**src/core/spts_map.svh**
```systemverilog
// Purpose: constants of the serial power table and status block
// Assumes: included by bare name
// Notes: definitions only
`ifndef SPTS_MAP_SVH
`define SPTS_MAP_SVH
// header address of the power amplifier table
`define SPTS_ADDR_PWR_TABLE 6'h3E
`define SPTS_TABLE_DEPTH 8
`define SPTS_TABLE_RESET 8'h00
`define SPTS_IDX_RESET 3'h0
`define SPTS_IDX_LAST 3'h7
// main state codes of status bits 6:4
`define SPTS_ST_IDLE 3'h0
`define SPTS_ST_TX 3'h2
`define SPTS_ST_FAST_TX 3'h3
`define SPTS_ST_CALIB 3'h4
`define SPTS_ST_SETTLE 3'h5
`define SPTS_ST_UNDERFLOW 3'h7
// free byte count saturates here
`define SPTS_FREE_MAX 4'hF
`define SPTS_FREE_MAX_W 7'h0F
`define SPTS_BIT_LAST 3'h7
`endif

```
**src/core/spts_pkg.sv**
```systemverilog
// Purpose: types of the serial power table and status block
// Assumes: constants live in spts_map.svh
// Notes: no timing here
package spts_pkg;
  typedef struct packed {
    logic rw;
    logic burst;
    logic [5:0] addr;
  } spts_hdr_t;
  typedef struct packed {
    logic not_ready;
    logic [2:0] state;
    logic [3:0] free;
  } spts_status_t;
  typedef enum logic {SPTS_PH_HDR, SPTS_PH_DATA} spts_phase_t;
endpackage

```
**src/core/spts_top.sv**
```systemverilog
// Purpose: serial slave with power amplifier table, status byte, status pins
// Assumes: host is serial master, clock idles low, data sampled on rising edge
// Notes: link pins are sampled by sys_clk, so serial clock must stay slow
// Functional notes
// RL1: address 0x3E selects the amplifier table
// RL2: eight byte table, power index selects entry
// RL3: index steps per byte, zero while deselected
// RL4: burst index wraps from seven to zero
// RL5: burst bit and read bit pick access
// RL6: host deselects before reading back single byte
// RL7: entering sleep clears the table
// RL8: status bit 7 is active-low not ready
// RL9: host transfers only when ready reads low
// RL10: status bits 6:4 report the main state
// RL11: idle code may stand for transitional states
// RL12: underflow code reported, host flushes to clear
// RL13: status bits 3:0 free count, saturates 15
// RL14: dedicated and shared status pins, shared tristate default
// RL15: shared pin is serial output while selected
// RL16: dedicated pin becomes input in serial transmit
// RL17: host sets test register for idle sensor
// RL18: header holds read bit, burst bit, address
// RL19: status byte shifted out during the header
// RL20: all bits travel most significant first
// RL21: deselect mid transfer abandons the transfer
// RL22: write hits current entry, read returns it next
`timescale 1ns/10ps
`default_nettype none
`include "spts_map.svh"
module spts_top (
  input wire logic sys_clk,
  input wire logic rst_n,
  input wire logic spi_cs_n,
  input wire logic spi_sclk,
  input wire logic spi_si,
  output logic spi_so_o,
  output logic spi_so_oe,
  input wire logic ded_pin_i,
  output logic ded_pin_o,
  output logic ded_pin_oe,
  input wire logic chip_ready,
  input wire logic [2:0] main_state,
  input wire logic tx_underflow,
  input wire logic [6:0] tx_free_count,
  input wire logic sleep_entry,
  input wire logic [2:0] power_index,
  input wire logic shared_pin_enable,
  input wire logic shared_status_sig,
  input wire logic ded_status_sig,
  input wire logic serial_tx_mode,
  output logic [7:0] pa_setting,
  output logic serial_tx_data
);
  // two-stage synchronisers; sclk gets a third stage for edges
  logic cs_s1, cs_s2;
  logic sclk_s1, sclk_s2, sclk_s3;
  logic si_s1, si_s2;
  logic ded_s1, ded_s2;

  always_ff @(posedge sys_clk or negedge rst_n) begin
    if (!rst_n) begin
      cs_s1 <= 1'b1;
      cs_s2 <= 1'b1;
      sclk_s1 <= 1'b0;
      sclk_s2 <= 1'b0;
      sclk_s3 <= 1'b0;
      si_s1 <= 1'b0;
      si_s2 <= 1'b0;
      ded_s1 <= 1'b0;
      ded_s2 <= 1'b0;
    end else begin
      cs_s1 <= spi_cs_n;
      cs_s2 <= cs_s1;
      sclk_s1 <= spi_sclk;
      sclk_s2 <= sclk_s1;
      sclk_s3 <= sclk_s2;
      si_s1 <= spi_si;
      si_s2 <= si_s1;
      ded_s1 <= ded_pin_i;
      ded_s2 <= ded_s1;
    end
  end

  logic sclk_rise, sclk_fall;
  assign sclk_rise = sclk_s2 & ~sclk_s3;
  assign sclk_fall = ~sclk_s2 & sclk_s3;

  // status byte, built live from the device state
  spts_pkg::spts_status_t status_now;
  always_comb begin
    status_now.not_ready = ~chip_ready; // [RL8]
    // idle reported as given, transitional states may show as idle [RL11]
    status_now.state = tx_underflow ? `SPTS_ST_UNDERFLOW : main_state; // [RL10] [RL12]
    status_now.free = (tx_free_count >= `SPTS_FREE_MAX_W) ? `SPTS_FREE_MAX
                      : tx_free_count[3:0]; // [RL13]
  end

  // transfer state
  spts_pkg::spts_phase_t phase_reg, phase_next;
  spts_pkg::spts_hdr_t hdr_reg, hdr_next;
  logic [2:0] bit_cnt_reg, bit_cnt_next;
  logic [6:0] rx_sh_reg, rx_sh_next;
  logic [7:0] tx_sh_reg, tx_sh_next;
  logic so_bit_reg, so_bit_next;
  logic started_reg, started_next;
  logic [2:0] idx_reg, idx_next;
  logic [7:0] tab_reg [`SPTS_TABLE_DEPTH];
  logic [7:0] tab_next [`SPTS_TABLE_DEPTH];

  logic [7:0] rx_byte;
  logic byte_done;
  logic tab_hit;
  logic [2:0] idx_inc;
  spts_pkg::spts_hdr_t hdr_now;
  assign rx_byte = {rx_sh_reg, si_s2}; // [RL20]
  assign byte_done = sclk_rise & ~cs_s2 & (bit_cnt_reg == `SPTS_BIT_LAST);
  assign hdr_now = spts_pkg::spts_hdr_t'(rx_byte); // [RL18]
  assign tab_hit = (hdr_reg.addr == `SPTS_ADDR_PWR_TABLE); // [RL1]
  assign idx_inc = idx_reg + 3'h1; // natural 3-bit wrap [RL4]

  always_comb begin
    phase_next = phase_reg;
    hdr_next = hdr_reg;
    bit_cnt_next = bit_cnt_reg;
    rx_sh_next = rx_sh_reg;
    tx_sh_next = tx_sh_reg;
    so_bit_next = so_bit_reg;
    started_next = started_reg;
    idx_next = idx_reg;
    tab_next = tab_reg;
    if (cs_s2) begin
      // deselect drops any partial byte and rewinds the index [RL21] [RL3]
      phase_next = spts_pkg::SPTS_PH_HDR;
      bit_cnt_next = 3'h0;
      started_next = 1'b0;
      idx_next = `SPTS_IDX_RESET;
      so_bit_next = 1'b1;
    end else begin
      if (sclk_rise) begin
        rx_sh_next = rx_byte[6:0];
        bit_cnt_next = bit_cnt_reg + 3'h1;
        started_next = 1'b1;
      end
      if (!started_reg) begin
        // keep status fresh so not-ready falls as soon as it can [RL19] [RL8]
        so_bit_next = status_now[7];
        tx_sh_next = {status_now[6:0], 1'b0};
      end else if (sclk_fall) begin
        so_bit_next = tx_sh_reg[7]; // [RL20]
        tx_sh_next = {tx_sh_reg[6:0], 1'b0};
      end
      if (byte_done) begin
        if (phase_reg == spts_pkg::SPTS_PH_HDR) begin
          hdr_next = hdr_now;
          phase_next = spts_pkg::SPTS_PH_DATA;
          // read returns the current entry in the next slot [RL22] [RL5]
          if (hdr_now.addr == `SPTS_ADDR_PWR_TABLE && hdr_now.rw) begin
            tx_sh_next = tab_reg[idx_reg];
          end else begin
            tx_sh_next = status_now;
          end
        end else begin
          if (tab_hit) begin
            if (!hdr_reg.rw) begin
              tab_next[idx_reg] = rx_byte; // [RL22]
            end
            idx_next = idx_inc; // [RL3] [RL4]
          end
          if (hdr_reg.burst) begin
            // burst keeps going until deselect [RL5]
            tx_sh_next = (tab_hit && hdr_reg.rw) ? tab_reg[idx_inc] : status_now;
          end else begin
            phase_next = spts_pkg::SPTS_PH_HDR;
            tx_sh_next = status_now; // [RL19]
          end
        end
      end
    end
    if (sleep_entry) begin
      for (int i = 0; i < `SPTS_TABLE_DEPTH; i++) begin
        tab_next[i] = `SPTS_TABLE_RESET; // [RL7]
      end
    end
  end

  always_ff @(posedge sys_clk or negedge rst_n) begin
    if (!rst_n) begin
      phase_reg <= spts_pkg::SPTS_PH_HDR;
      hdr_reg <= '0;
      bit_cnt_reg <= 3'h0;
      rx_sh_reg <= 7'h00;
      tx_sh_reg <= 8'h00;
      so_bit_reg <= 1'b1;
      started_reg <= 1'b0;
      idx_reg <= `SPTS_IDX_RESET;
      for (int i = 0; i < `SPTS_TABLE_DEPTH; i++) begin
        tab_reg[i] <= `SPTS_TABLE_RESET;
      end
    end else begin
      phase_reg <= phase_next;
      hdr_reg <= hdr_next;
      bit_cnt_reg <= bit_cnt_next;
      rx_sh_reg <= rx_sh_next;
      tx_sh_reg <= tx_sh_next;
      so_bit_reg <= so_bit_next;
      started_reg <= started_next;
      idx_reg <= idx_next;
      tab_reg <= tab_next;
    end
  end

  // pins; every output is registered
  logic so_o_next, so_oe_next, ded_o_next, ded_oe_next;
  logic [7:0] pa_next;
  logic tx_data_next;
  always_comb begin
    pa_next = tab_reg[power_index]; // [RL2]
    if (!cs_s2) begin
      so_o_next = so_bit_reg; // [RL15]
      so_oe_next = 1'b1;
    end else begin
      so_o_next = shared_status_sig; // [RL14]
      so_oe_next = shared_pin_enable;
    end
    if (serial_tx_mode) begin
      // host drives transmit data on the dedicated pin [RL16]
      ded_o_next = 1'b0;
      ded_oe_next = 1'b0;
      tx_data_next = ded_s2;
    end else begin
      ded_o_next = ded_status_sig; // [RL14]
      ded_oe_next = 1'b1;
      tx_data_next = 1'b0;
    end
  end

  always_ff @(posedge sys_clk or negedge rst_n) begin
    if (!rst_n) begin
      spi_so_o <= 1'b0;
      spi_so_oe <= 1'b0;
      ded_pin_o <= 1'b0;
      ded_pin_oe <= 1'b0;
      pa_setting <= `SPTS_TABLE_RESET;
      serial_tx_data <= 1'b0;
    end else begin
      spi_so_o <= so_o_next;
      spi_so_oe <= so_oe_next;
      ded_pin_o <= ded_o_next;
      ded_pin_oe <= ded_oe_next;
      pa_setting <= pa_next;
      serial_tx_data <= tx_data_next;
    end
  end

  // checks
  property p_idx_cs;
    @(posedge sys_clk) disable iff (!rst_n)
    cs_s2 |=> (idx_reg == `SPTS_IDX_RESET);
  endproperty
  a_idx_cs: assert property (p_idx_cs) else $error("index not zero while deselected"); // [RL3]

  property p_idx_step;
    @(posedge sys_clk) disable iff (!rst_n)
    (byte_done && phase_reg == spts_pkg::SPTS_PH_DATA && tab_hit)
      |=> (idx_reg == $past(idx_reg) + 3'h1) || $past(cs_s2);
  endproperty
  a_idx_step: assert property (p_idx_step) else $error("index did not step"); // [RL3]

  property p_wrap;
    @(posedge sys_clk) disable iff (!rst_n)
    (byte_done && phase_reg == spts_pkg::SPTS_PH_DATA && tab_hit
      && idx_reg == `SPTS_IDX_LAST) |=> (idx_reg == 3'h0);
  endproperty
  a_wrap: assert property (p_wrap) else $error("index did not wrap"); // [RL4]

  property p_write;
    @(posedge sys_clk) disable iff (!rst_n)
    (byte_done && phase_reg == spts_pkg::SPTS_PH_DATA && tab_hit
      && !hdr_reg.rw && !sleep_entry)
      |=> (tab_reg[$past(idx_reg)] == $past(rx_byte));
  endproperty
  a_write: assert property (p_write) else $error("table write lost"); // [RL22]

  property p_sleep;
    @(posedge sys_clk) disable iff (!rst_n)
    sleep_entry |=> (tab_reg[0] == 8'h00) && (tab_reg[7] == 8'h00)
      && (tab_reg[3] == 8'h00);
  endproperty
  a_sleep: assert property (p_sleep) else $error("table kept over sleep"); // [RL7]

  property p_so_sel;
    @(posedge sys_clk) disable iff (!rst_n)
    !cs_s2 |=> spi_so_oe ##0 (spi_so_o == $past(so_bit_reg));
  endproperty
  a_so_sel: assert property (p_so_sel) else $error("shared pin not serial out"); // [RL15]

  property p_shared_z;
    @(posedge sys_clk) disable iff (!rst_n)
    (cs_s2 && !shared_pin_enable) |=> !spi_so_oe;
  endproperty
  a_shared_z: assert property (p_shared_z) else $error("shared pin driven by default"); // [RL14]

  property p_ded_in;
    @(posedge sys_clk) disable iff (!rst_n)
    serial_tx_mode |=> !ded_pin_oe && (serial_tx_data == $past(ded_s2));
  endproperty
  a_ded_in: assert property (p_ded_in) else $error("dedicated pin not an input"); // [RL16]

  property p_not_ready;
    @(posedge sys_clk) disable iff (!rst_n)
    (!cs_s2 && !started_reg && !chip_ready) |=> so_bit_reg;
  endproperty
  a_not_ready: assert property (p_not_ready) else $error("ready shown too early"); // [RL8]

  property p_underflow;
    @(posedge sys_clk) disable iff (!rst_n)
    (tx_underflow && !cs_s2 && !started_reg) |=> (tx_sh_reg[7:5] == `SPTS_ST_UNDERFLOW);
  endproperty
  a_underflow: assert property (p_underflow) else $error("underflow code missing"); // [RL12]

  property p_pa;
    @(posedge sys_clk) disable iff (!rst_n)
    1'b1 |=> (pa_setting == $past(tab_reg[power_index]));
  endproperty
  a_pa: assert property (p_pa) else $error("amplifier setting wrong entry"); // [RL2]
endmodule
`default_nettype wire

```
**config.mk**
```make
export PLATFORM = sky130hd
export DESIGN_NAME = spts_top
export DESIGN_NICKNAME = d
export VERILOG_FILES = /design/src/core/spts_pkg.sv /design/src/core/spts_top.sv
export VERILOG_INCLUDE_DIRS = /design/src /design/src/core
export SDC_FILE = /design/constraint.sdc
export NUM_CORES = 1
export LEC_CHECK = 0
export BUFFER_PORTS_ARGS = -buffer_cell sky130_fd_sc_hd__buf_2
export CORE_MARGIN = 4
export CORE_UTILIZATION = 35
export CTS_BUF_LIST = sky130_fd_sc_hd__clkbuf_4 sky130_fd_sc_hd__clkbuf_8
export DETAILED_ROUTE_END_ITERATION = 6
export PLACE_DENSITY = 0.51
export RECOVER_POWER = 50
export SYNTH_ARGS = -nofsm -noshare
export SYNTH_HDL_FRONTEND = slang
export SYNTH_SLANG_ARGS = --single-unit
```
**constraint.sdc**
```tcl
create_clock -name sys_clk -period 2.65 [get_ports sys_clk]
set_input_delay 0.53 -clock sys_clk [delete_from_list [all_inputs] [get_ports sys_clk]]
set_output_delay 0.53 -clock sys_clk [all_outputs]
set_load 0.03 [all_outputs]
```
# Word level (Yosys, flattened, before mapping)
# Index checks and enable logic that the tools add are counted.
[totals]
wordCells = 121
output_inout_bits = 13
register_bits = 118
in_bits = 26
[classes]
muxes = 47
n_bitwise = 12
n_addsub = 2
order_cmp = 5
n_reduce_logical = 15
eq_ne = 7
[ops]
columns = ["cell", "n"]
rows = [
  ["2-to-1 mux 64 bit", 6],
  ["2-to-1 mux 8 bit", 14],
  ["binary-select mux 8 bit (select 3 bit)", 3],
  ["bitwise mux 64 bit", 1],
  ["demux 8 bit (select 3 bit)", 1],
  ["2-to-1 mux 3 bit", 7],
  ["2-to-1 mux 1 bit", 14],
  ["nonzero test 2 bit", 7],
  ["== test 6 bit, second input constant", 2],
  ["greater-or-equal comparator 4 bit, second input constant", 3],
  ["inverter 3 -> 4 bit", 3],
  ["greater-or-equal comparator 7 x 4 -> 1 bit, second input constant", 1],
  ["adder 3 x 1 -> 3 bit, second input constant", 2],
  ["AND reduction 3 bit", 2],
  ["inverter 1 bit", 5],
  ["AND reduction 5 bit", 1],
  ["AND 1 bit", 4],
  ["less-than comparator 4 x 1 -> 1 bit, second input constant", 1],
  ["2-to-1 mux 4 bit", 1],
  ["!= test 2 bit, second input constant", 2],
  ["AND reduction 2 bit", 2],
  ["== test 3 bit, second input constant", 1],
  ["logical AND 1 bit", 3],
  ["!= test 3 x 2 -> 1 bit, second input constant", 1],
  ["!= test 3 bit, second input constant", 1],
]

# Depth between registers and ports, before layout
# Gate-level depths: netlist of the first run.
[logic_depth]
word_depth = 12
ltp_mapped = 8
mapped_depth_nobuf = 7

# Worst setup path after synthesis of the first run
# No wires, ideal clock.
[synth_timing]
path_type = "flip-flop to flip-flop"
start = "reg idx_reg[1]"
end = "reg tx_sh_reg[1]"
path_slack_ps = 342
t_arrival_ps = 2187
stages_incl_launch_ff = 8
n_path_buf = 2
setup_time_ps = 122
period_less_slack_ps = 2308
t_required_ps = 2528
cell_sequence = "dfrtp_1 ha_1 buf_2 buf_2 mux4_2 mux2i_1 nand3_1 a32o_1"
[synth_via]
elab_chain_cells = 9
word_cells_on_any_way = 14
cone_classes = "add/sub: 1; mux: 11; bitwise: 2"
[synth_rtl]
columns = ["element", "line_no", "source"]
rows = [
  ["start, declared", "spts_top.sv:106", "logic [2:0] idx_reg, idx_next;"],
  ["start signal, assigned", "spts_top.sv:195", "idx_reg <= `SPTS_IDX_RESET;"],
  ["start signal, assigned", "spts_top.sv:207", "idx_reg <= idx_next;"],
  ["adder 3 x 1 -> 3 bit", "spts_top.sv:119", "assign idx_inc = idx_reg + 3'h1;"],
  ["inverter 3 -> 4 bit (implied by the code)", "spts_top.sv:171", "tx_sh_next = (tab_hit && hdr_reg.rw) ? tab_reg[idx_inc] : status_now;"],
  ["binary-select mux 8 bit (select 3 bit)", "spts_top.sv:171", ""],
  ["2-to-1 mux 8 bit (implied by the code) (2 in series)", "spts_top.sv:171", ""],
  ["2-to-1 mux 8 bit", "spts_top.sv:171", ""],
  ["2-to-1 mux 8 bit", "spts_top.sv:169", "if (hdr_reg.burst) begin"],
  ["2-to-1 mux 8 bit *", "spts_top.sv:153", "if (phase_reg == spts_pkg::SPTS_PH_HDR) begin"],
  ["2-to-1 mux 8 bit *", "spts_top.sv:152", "if (byte_done) begin"],
  ["end signal, assigned", "spts_top.sv:204", "tx_sh_reg <= tx_sh_next;"],
  ["end, declared", "spts_top.sv:103", "logic [7:0] tx_sh_reg, tx_sh_next;"],
]
# Every way passes the cells marked *; elsewhere a longest branch is shown, timed or not. The select of a mux whose other input is x is not followed.
# A chain may end at the register's enable or synchronous reset.

# Worst setup path after layout of the first run
[layout_timing]
start = "reg bit_cnt_reg[0]"
end = "reg tab_reg[43] (netlist name)"
[layout_via]
elab_chain_cells = 4
[layout_rtl]
columns = ["element", "line_no", "source"]
rows = [
  ["start, declared", "spts_top.sv:101", "logic [2:0] bit_cnt_reg, bit_cnt_next;"],
  ["start signal, assigned", "spts_top.sv:202", "bit_cnt_reg <= bit_cnt_next;"],
  ["== test 3 bit (no source line)", "n/a", ""],
  ["AND 1 bit", "spts_top.sv:116", "assign byte_done = sclk_rise & ~cs_s2 & (bit_cnt_reg == `SPTS_BIT_LAST);"],
  ["nonzero test 2 bit (no source line)", "n/a", ""],
  ["AND reduction 5 bit (no source line)", "n/a", ""],
  ["end signal, assigned by index", "spts_top.sv:197", "tab_reg[i] <= `SPTS_TABLE_RESET;"],
  ["end signal, assigned", "spts_top.sv:208", "tab_reg <= tab_next;"],
  ["end, declared", "spts_top.sv:107", "logic [7:0] tab_reg [`SPTS_TABLE_DEPTH];"],
]
# Every way passes these cells.

==> results.json, run 1 <==
{
  "status": "complete, but fails checks",
  "violations": "max-capacitance violations, max-slew violations",
  "port_buffers": 38,
  "synth_area_per_cell_um2": 11.6,
  "rows": 49,
  "fin_crit_ns": 2.43,
  "grt_use_total_pct": 19.0,
  "multi_input_area_um2": 3350,
  "htree_levels": 4,
  "post-synth-top-area-fraction_pct": 44.1,
  "slew_headroom_pct": -46.3,
  "fmax_ghz": 0.412,
  "finalCritPeriodShare_pct": 91.6,
  "drtPass1Iterations": 5,
  "grt_pass1_wl_mm": 29.8,
  "hpwl_mm": 12.6,
  "hold_buffers": 0,
  "cts_made_buffers": 17,
  "clkSlewWorstSetupHoldPaths_ns": 0.07,
  "drtAntennaViolNets": 0,
  "largest_reg_flops": 64,
  "synth_flop_cell": "dfrtp_1",
  "startpoint_type": "flip-flop",
  "synthCells": 561,
  "via_per_inst": 5.65,
  "setup-tns-final_ns": 0,
  "die_area_um2": 20900,
  "grt_pass1_vias": 4982,
  "async_reset_ff_share_pct": 100,
  "initial_core_util_pct": 35.9,
  "irDropWorstVdd_uv": 299,
  "worst_pin_slew_ns": 2.20,
  "root_buffer": "clkbuf_8",
  "syn_area_um2": 6520,
  "insertion_delay_ns": 0.45,
  "antenna-diode-count": 0,
  "postCtsSetupRepairBufs": 0,
  "syn_to_final_growth_pct": 16.9,
  "wl_mm": 18.7,
  "synth_fp_nets": 590,
  "synth_warnings": 0,
  "slowest_delay_ns": 0.54,
  "reg2reg_depth": 8,
  "clock_sinks": 118,
  "dpl_cell_area_um2": 7200,
  "setup_viol": 0,
  "die_w_um": 145,
  "power_density_nw_per_um2": 554,
  "ys_seq_area_share_pct": 45.3,
  "worstHoldStart": "spi_cs_n",
  "crit_chain": "ha_1 -> ha_1 -> and4bb_4 -> nand4_4 -> or4_1 -> buf_4 -> mux2i_1 -> nor2_1",
  "cp_common_cell": "ha_1",
  "overflow": 0,
  "end_kind": "flip-flop",
  "drc": 0,
  "ctsResizeCount": 0,
  "synth.largest_area_cell": "dfrtp_1",
  "arrival_ns": 2.73,
  "core_um2": 18100,
  "slowest_stage": "or4_1",
  "fill_cells": 1730,
  "dieHeight_um": 145,
  "vias": 4833,
  "ys_ff_latch": 118,
  "io_pins": 39,
  "p_leak_nw": 3.47,
  "drive_gt1_share_pct": 29.6,
  "synth_edf_count": 0,
  "gp_congestion": 0.875,
  "min_path_cells": 1,
  "finalHoldViolations": 0,
  "antenna_found_initial": 1,
  "drv_cap": 1,
  "netlist_top_cells_count": "dfrtp_1, mux2i_1, nor2_1, nand2_1, mux4_2",
  "first_iter_violations": 463,
  "whs_endpoint": "cs_s1",
  "stdcell_area_um2": 7620,
  "cts.path.max_buffers": 2,
  "maxSlewViolCount": 38,
  "finClkSkew_ns": 0.0107,
  "synthTopCellsByArea": "dfrtp_1, mux4_2, mux2i_1",
  "min_path_type": "in2reg",
  "timing.rr.end": "tab_reg[43]",
  "r2r_setup_slack_ns": 0.22,
  "grt_setup_unrepaired": "false",
  "wl_per_cell_um": 21.9,
  "cp_max_fo": 13,
  "critPathKind": "reg2reg",
  "synthDistinctLibCells": 56,
  "tritoncts": "built",
  "yosysMostFrequentCell": "dfrtp_1",
  "cp.required_ns": 2.95,
  "grt_max_degree": 73,
  "r2r-start": "bit_cnt_reg[0]",
  "seq_area_um2": 2960,
  "nets": 643
}
layout by cell type, fill, tap and decap left out, types with 11 or more instances in the layout:
cell type,synthesis,routed
mux2i_1,84,84
clkbuf_8,0,17
mux2_2,20,20
buf_2,13,36
nand3_1,11,11
nand2_1,42,42
mux4_2,40,40
a21oi_1,13,13
nor2_1,83,83
o21ai_0,16,16
buf_4,0,35
dfrtp_1,115,115
worst max path at each step:
stage,from,endpoint,slack [ns],cells past startpoint
2_1_floorplan,idx_reg[1],tx_sh_reg[1],0.34,7
3_3_place_gp,bit_cnt_reg[0],tab_reg[41],0.30,8
3_5_place_dp,idx_reg[0],tx_sh_reg[2],0.26,6
4_1_cts,bit_cnt_reg[0],tab_reg[43],0.24,8
5_1_grt,bit_cnt_reg[0],tab_reg[41],0.07,8
6_report,bit_cnt_reg[0],tab_reg[43],0.22,8
cells by family after synthesis:
family          share of synthesized area (%)
buf+inv                                  3.36
compound gates                           5.74
flops                                    45.3
fa+ha+maj                               0.576
xor+xnor                                0.537
mux                                      30.2
simple gates                             14.3
final cells by class:
cell class / count / share of cell area, %
multi-input combinational: 391 / 43.9
sequential: 118 / 38.8
timing repair buffer: 81 / 7.60
clock buffer: 17 / 3.07
tap: 229 / 3.76
clock inverter: 14 / 2.64
inverter: 5 / 0.246
where the power goes:
part	internal (mW)	total (mW)	switching, mW
Sequential	1.87	1.94	0.0683
Clock	1.03	1.84	0.807
Combinational	0.172	0.447	0.276
Total	3.07	4.23	1.15
critical path, delay by kind of cell, from the launching register on:
family / cells / cell delay (ns)
flops: 1 / 0.39
buf+inv: 1 / 0.21
mux: 1 / 0.17
simple gates: 4 / 1.18
fa+ha+maj: 2 / 0.34
metal layers:
| layer | wire (um) | part of all wire, % | vias to the layer above | track usage (%) |
|---|---|---|---|---|
| met2 | 8960 | 48 | 146 | 29.6 |
| met4 | 321 | 1.7 | 2 | 5.60 |
| met5 | 13 | 0.070 | - | 0 |
| met1 | 8480 | 45 | 2492 | 26.7 |
| li1 | - | - | 2167 | - |
| met3 | 930 | 5.0 | 26 | 4.23 |
through the flow:
step	total power, mW	util [%]	hold WS, ns	worst slack, ns	std cells
after floorplan	2.21	-	0.234	0.342	561
after global placement	2.43	39.7	0.335	0.300	824
after detailed placement	2.43	39.7	0.336	0.265	824
after CTS	4.28	42.1	0.0535	0.237	855
after global routing	4.40	42.0	0.155	0.0718	855
final	4.23	42.0	0.180	0.223	855
(Power assumes the default switching activity.)
==> run 2: changes to the inputs <==
==> constraint.sdc (replaced) <==
create_clock -name sys_clk -period 2.65 [get_ports sys_clk]
set_input_delay 0.795 -clock sys_clk [delete_from_list [all_inputs] [get_ports sys_clk]]
set_output_delay 0.795 -clock sys_clk [all_outputs]
set_load 0.03 [all_outputs]
==> results.json, run 2 (synthesized netlist as in run 1, its figures left out) <==
{
  "clock_sinks": 118,
  "r2r_setup_slack_ns": 0.22,
  "stdcell_area_um2": 7570,
  "drv_cap": 0,
  "fin_ws_ns": 0.222,
  "cts_made_buffers": 17,
  "slowest_stage": "mux4_2",
  "tritoncts": "built",
  "wl_mm": 18.7,
  "min_path_type": "reg2reg",
  "root_buffer": "clkbuf_8",
  "clkSlewWorstSetupHoldPaths_ns": 0.07,
  "grt_use_total_pct": 19.0,
  "final_common_cell": "dfrtp_1",
  "slowest_delay_ns": 0.50,
  "port_buffers": 38,
  "crit_chain": "ha_2 -> buf_12 -> mux4_2 -> mux2i_1 -> a21oi_1 -> a211o_1",
  "cts.path.max_buffers": 2,
  "syn_to_final_growth_pct": 16.1,
  "holdWs_ns": 0.350,
  "largest_reg_flops": 64,
  "end_kind": "flip-flop",
  "grt_pass1_vias": 4983,
  "path_delay_family": "multiplexers",
  "finClkSkew_ns": 0.0101,
  "insertion_delay_ns": 0.44,
  "grt_pass1_wl_mm": 29.7,
  "grt_setup_unrepaired": "false",
  "clkPwrFrac_pct": 41.2,
  "die_area_um2": 20900,
  "rows": 49,
  "finalCritPeriodShare_pct": 91.6,
  "seqPwrFrac_pct": 48.7,
  "final_cell_mix": "dfrtp_1, mux2i_1, nor2_1",
  "dieHeight_um": 145,
  "gp_congestion": 0.834,
  "initial_core_util_pct": 35.9,
  "drtAntennaViolNets": 0,
  "io_pins": 39,
  "cp.required_ns": 2.98,
  "intPower_mw": 2.97,
  "postCtsSetupRepairBufs": 0,
  "antenna_found_initial": 0,
  "grt_max_degree": 44,
  "drive_gt1_share_pct": 30.1,
  "finalPower_mw": 4.05,
  "dpl_cell_area_um2": 7210,
  "setup_viol": 0,
  "drtPass1Iterations": 5,
  "power_frac_comb_pct": 10.1,
  "fmax_ghz": 0.412,
  "antenna-diode-count": 0,
  "status": "complete, no violations",
  "die_w_um": 145,
  "hpwl_mm": 13.0,
  "switching_share_pct": 26.7,
  "setup-tns-final_ns": 0,
  "arrival_ns": 2.75,
  "finalHoldViolations": 0,
  "via_per_inst": 5.66,
  "core_um2": 18100,
  "critPathKind": "reg2reg",
  "drc": 0,
  "pre_cts_ws_ns": 0.145,
  "irDropWorstVdd_uv": 215,
  "worst_pin_slew_ns": 1.13,
  "cp_max_fo": 10,
  "p_leak_nw": 3.46,
  "maxSlewViolCount": 0,
  "overflow": 0,
  "power_density_nw_per_um2": 535,
  "nets": 644,
  "htree_levels": 4,
  "path_buf_inv": 1,
  "switching_power_mw": 1.08,
  "first_iter_violations": 454,
  "vias": 4852,
  "wl_per_cell_um": 21.8,
  "slew_headroom_pct": 25.0,
  "startpoint_type": "flip-flop",
  "fin_crit_ns": 2.43
}
[run 2: final cells by class]
class | instances | area, um2
clock buffers | 23 | 298
clock inverters | 9 | 100
fillers | 1739 | 10600
inverters | 5 | 18.8
multi-input cells | 391 | 3350
flip-flops and latches | 118 | 2960
well taps | 229 | 287
repair buffers | 82 | 564
[run 2: what timing repair did]
item	4_1_cts	5_1_grt
setup endpoints to repair	0	1
resized for setup	0	1
hold buffers	0	0
[run 2: power by group through the flow]
stage	registers (mW)	logic (mW)	clock network, mW
CTS	1.97	0.421	1.72
detailed placement	2.00	0.420	0
global placement	2.01	0.414	0
finish	1.97	0.411	1.67
floorplan	1.95	0.257	0
global route	1.98	0.449	1.79
[run 2: worst paths after layout]
check                           start            to  cells after the start
max in group asynchronous       rst_n   tab_reg[46]                      2
setup reg to reg           idx_reg[1]  tx_sh_reg[2]                      6
min in group asynchronous       rst_n    idx_reg[2]                      1
hold / removal                  si_s1         si_s2                      0
hold reg to reg                 si_s1         si_s2                      0
setup / recovery           idx_reg[1]  tx_sh_reg[2]                      6
[run 2: metrics by stage]
| stage | cells | utilization [%] |
|---|---|---|
| floorplan | 561 | - |
| global placement | 825 | 39.7 |
| detailed placement | 825 | 39.7 |
| CTS | 857 | 41.9 |
| global route | 857 | 41.7 |
| finish | 857 | 41.7 |
[run 2: per-layer routing]
metal / GRT usage [%] / wire [um]
met5: 0 / 0
met4: 8.20 / 637
met3: 3.97 / 883
met2: 29.3 / 8720
met1: 26.1 / 8470
==> run 3: changes to the inputs <==
PLACE_DENSITY = default   (was 0.51)
PLACE_DENSITY_LB_ADDON = 0.3   (was default)
==> results.json, run 3 (synthesized netlist as in run 1, its figures left out) <==
{
  "largest_reg_flops": 64,
  "hpwl_mm": 12.1,
  "core_um2": 18100,
  "p_leak_nw": 3.45,
  "io_pins": 39,
  "cts.path.max_buffers": 2,
  "timing.rr.end": "tab_reg[17]",
  "nets": 636,
  "reg2reg_depth": 6,
  "fin_crit_ns": 2.39,
  "fmax_ghz": 0.418,
  "antenna_found_initial": 0,
  "cts_made_buffers": 17,
  "dp.cells": 817,
  "slowest_delay_ns": 0.90,
  "grt_setup_unrepaired": "false",
  "insertion_delay_ns": 0.44,
  "grt_use_total_pct": 17.6,
  "wl_met2_mm": 8.11,
  "fill_cells": 1685,
  "drc": 0,
  "startpoint_type": "flip-flop",
  "r2r_setup_slack_ns": 0.26,
  "clock_sinks": 118,
  "worstSetupEndpoint": "tab_reg[17]",
  "arrival_ns": 2.69,
  "postCtsSetupRepairBufs": 0,
  "fin_ws_ns": 0.257,
  "die_area_um2": 20900,
  "slowest_stage": "dfstp_1",
  "clkSlewWorstSetupHoldPaths_ns": 0.07,
  "violations": "max-capacitance violations, max-slew violations",
  "maxSlewViolCount": 33,
  "via_per_inst": 5.64,
  "initial_core_util_pct": 35.9,
  "finalCritPeriodShare_pct": 90.3,
  "finalNonFillerCells": 849,
  "drtPass1Iterations": 5,
  "status": "complete, but fails checks",
  "power_density_nw_per_um2": 555,
  "stdcell_area_um2": 7550,
  "min_path_type": "reg2reg",
  "finalPower_mw": 4.19,
  "met1_length_mm": 7.97,
  "tritoncts": "built",
  "cp_max_fo": 16,
  "grt_max_degree": 50,
  "dpl_cell_area_um2": 7120,
  "post-route-util_pct": 41.6,
  "setup_viol": 0,
  "first_iter_violations": 394,
  "drive_gt1_share_pct": 28.9,
  "final_common_cell": "dfrtp_1",
  "met3WireLength_um": 937,
  "critPathLaunch": "cs_s2",
  "syn_to_final_growth_pct": 15.7,
  "holdWs_ns": 0.356,
  "slew_headroom_pct": -32.0,
  "drv_cap": 1,
  "vias": 4787,
  "drtAntennaViolNets": 0,
  "final_cell_mix": "dfrtp_1, mux2i_1, nor2_1",
  "gp_congestion": 0.888,
  "grt_pass1_vias": 4907,
  "top_layer_used": "met4",
  "end_kind": "flip-flop",
  "wl_per_cell_um": 20.6,
  "grt_pass1_wl_mm": 28.0,
  "cp.required_ns": 2.95,
  "irDropWorstVdd_uv": 237,
  "htree_levels": 4,
  "finClkSkew_ns": 0.0110,
  "crit_chain": "and4bb_4 -> and4_1 -> nand4_2 -> buf_4 -> mux2i_1 -> nor2_1",
  "path_buf_inv": 1,
  "path_delay_family": "flip-flops",
  "worst_pin_slew_ns": 1.98,
  "critPathKind": "reg2reg",
  "die_w_um": 145,
  "port_buffers": 38,
  "ctsResizeCount": 0,
  "overflow": 0,
  "setup-tns-final_ns": 0,
  "dieHeight_um": 145,
  "wl_mm": 17.5,
  "antenna-diode-count": 0,
  "r2r-start": "cs_s2",
  "critical_path_depth": 6,
  "hold_buffers": 0,
  "root_buffer": "clkbuf_8",
  "finalHoldViolations": 0,
  "pre_cts_ws_ns": 0.294,
  "rows": 49
}
## run 3: cell types whose count changed in the layout (fill, tap and decap cells not counted), sizes merged
| cell | previous run | this run |
|---|---|---|
| buf | 78 | 72 |
| bufinv | 2 | 4 |
| clkbuf | 27 | 24 |
| clkinvlp | 2 | 1 |
## run 3: final cells by class
class / count / area (um2) / area share, %
repair buffers: 74 / 508 / 6.73
clock inverters: 10 / 153 / 2.02
well taps: 229 / 287 / 3.80
clock buffers: 22 / 278 / 3.68
inverters: 5 / 18.8 / 0.249
multi-input cells: 391 / 3350 / 44.3
flip-flops and latches: 118 / 2960 / 39.2
## run 3: power by group
part / internal [mW] / switching, mW / leakage [nW]
Sequential: 1.88 / 0.0920 / 1.58
Combinational: 0.163 / 0.247 / 1.65
Clock: 1.08 / 0.729 / 0.224
## run 3: worst min-delay path by stage
stage | start | end | slack [ns] | depth (start not counted)
global route | ded_s1 | ded_s2 | 0.37 | 0
floorplan | ded_s1 | ded_s2 | 0.33 | 0
global placement | ded_s1 | ded_s2 | 0.34 | 0
finish | ded_s1 | ded_s2 | 0.36 | 0
CTS | rst_n | bit_cnt_reg[0] | 0.30 | 1
detailed placement | sclk_s1 | sclk_s2 | 0.34 | 0
## run 3: layer usage
layer | GRT usage (%) | vias up
met2 | 26.8 | 159
met3 | 3.47 | 30
li1 | - | 2146
met4 | 6.77 | 0
met5 | 0 | -
met1 | 24.8 | 2452
## run 3: worst register-to-register path, cell delays in order (launching register included)
cell,delay [ns]
dfstp_1,0.90
and4bb_4,0.35
and4_1,0.32
nand4_2,0.14
buf_4,0.26
mux2i_1,0.24
nor2_1,0.06
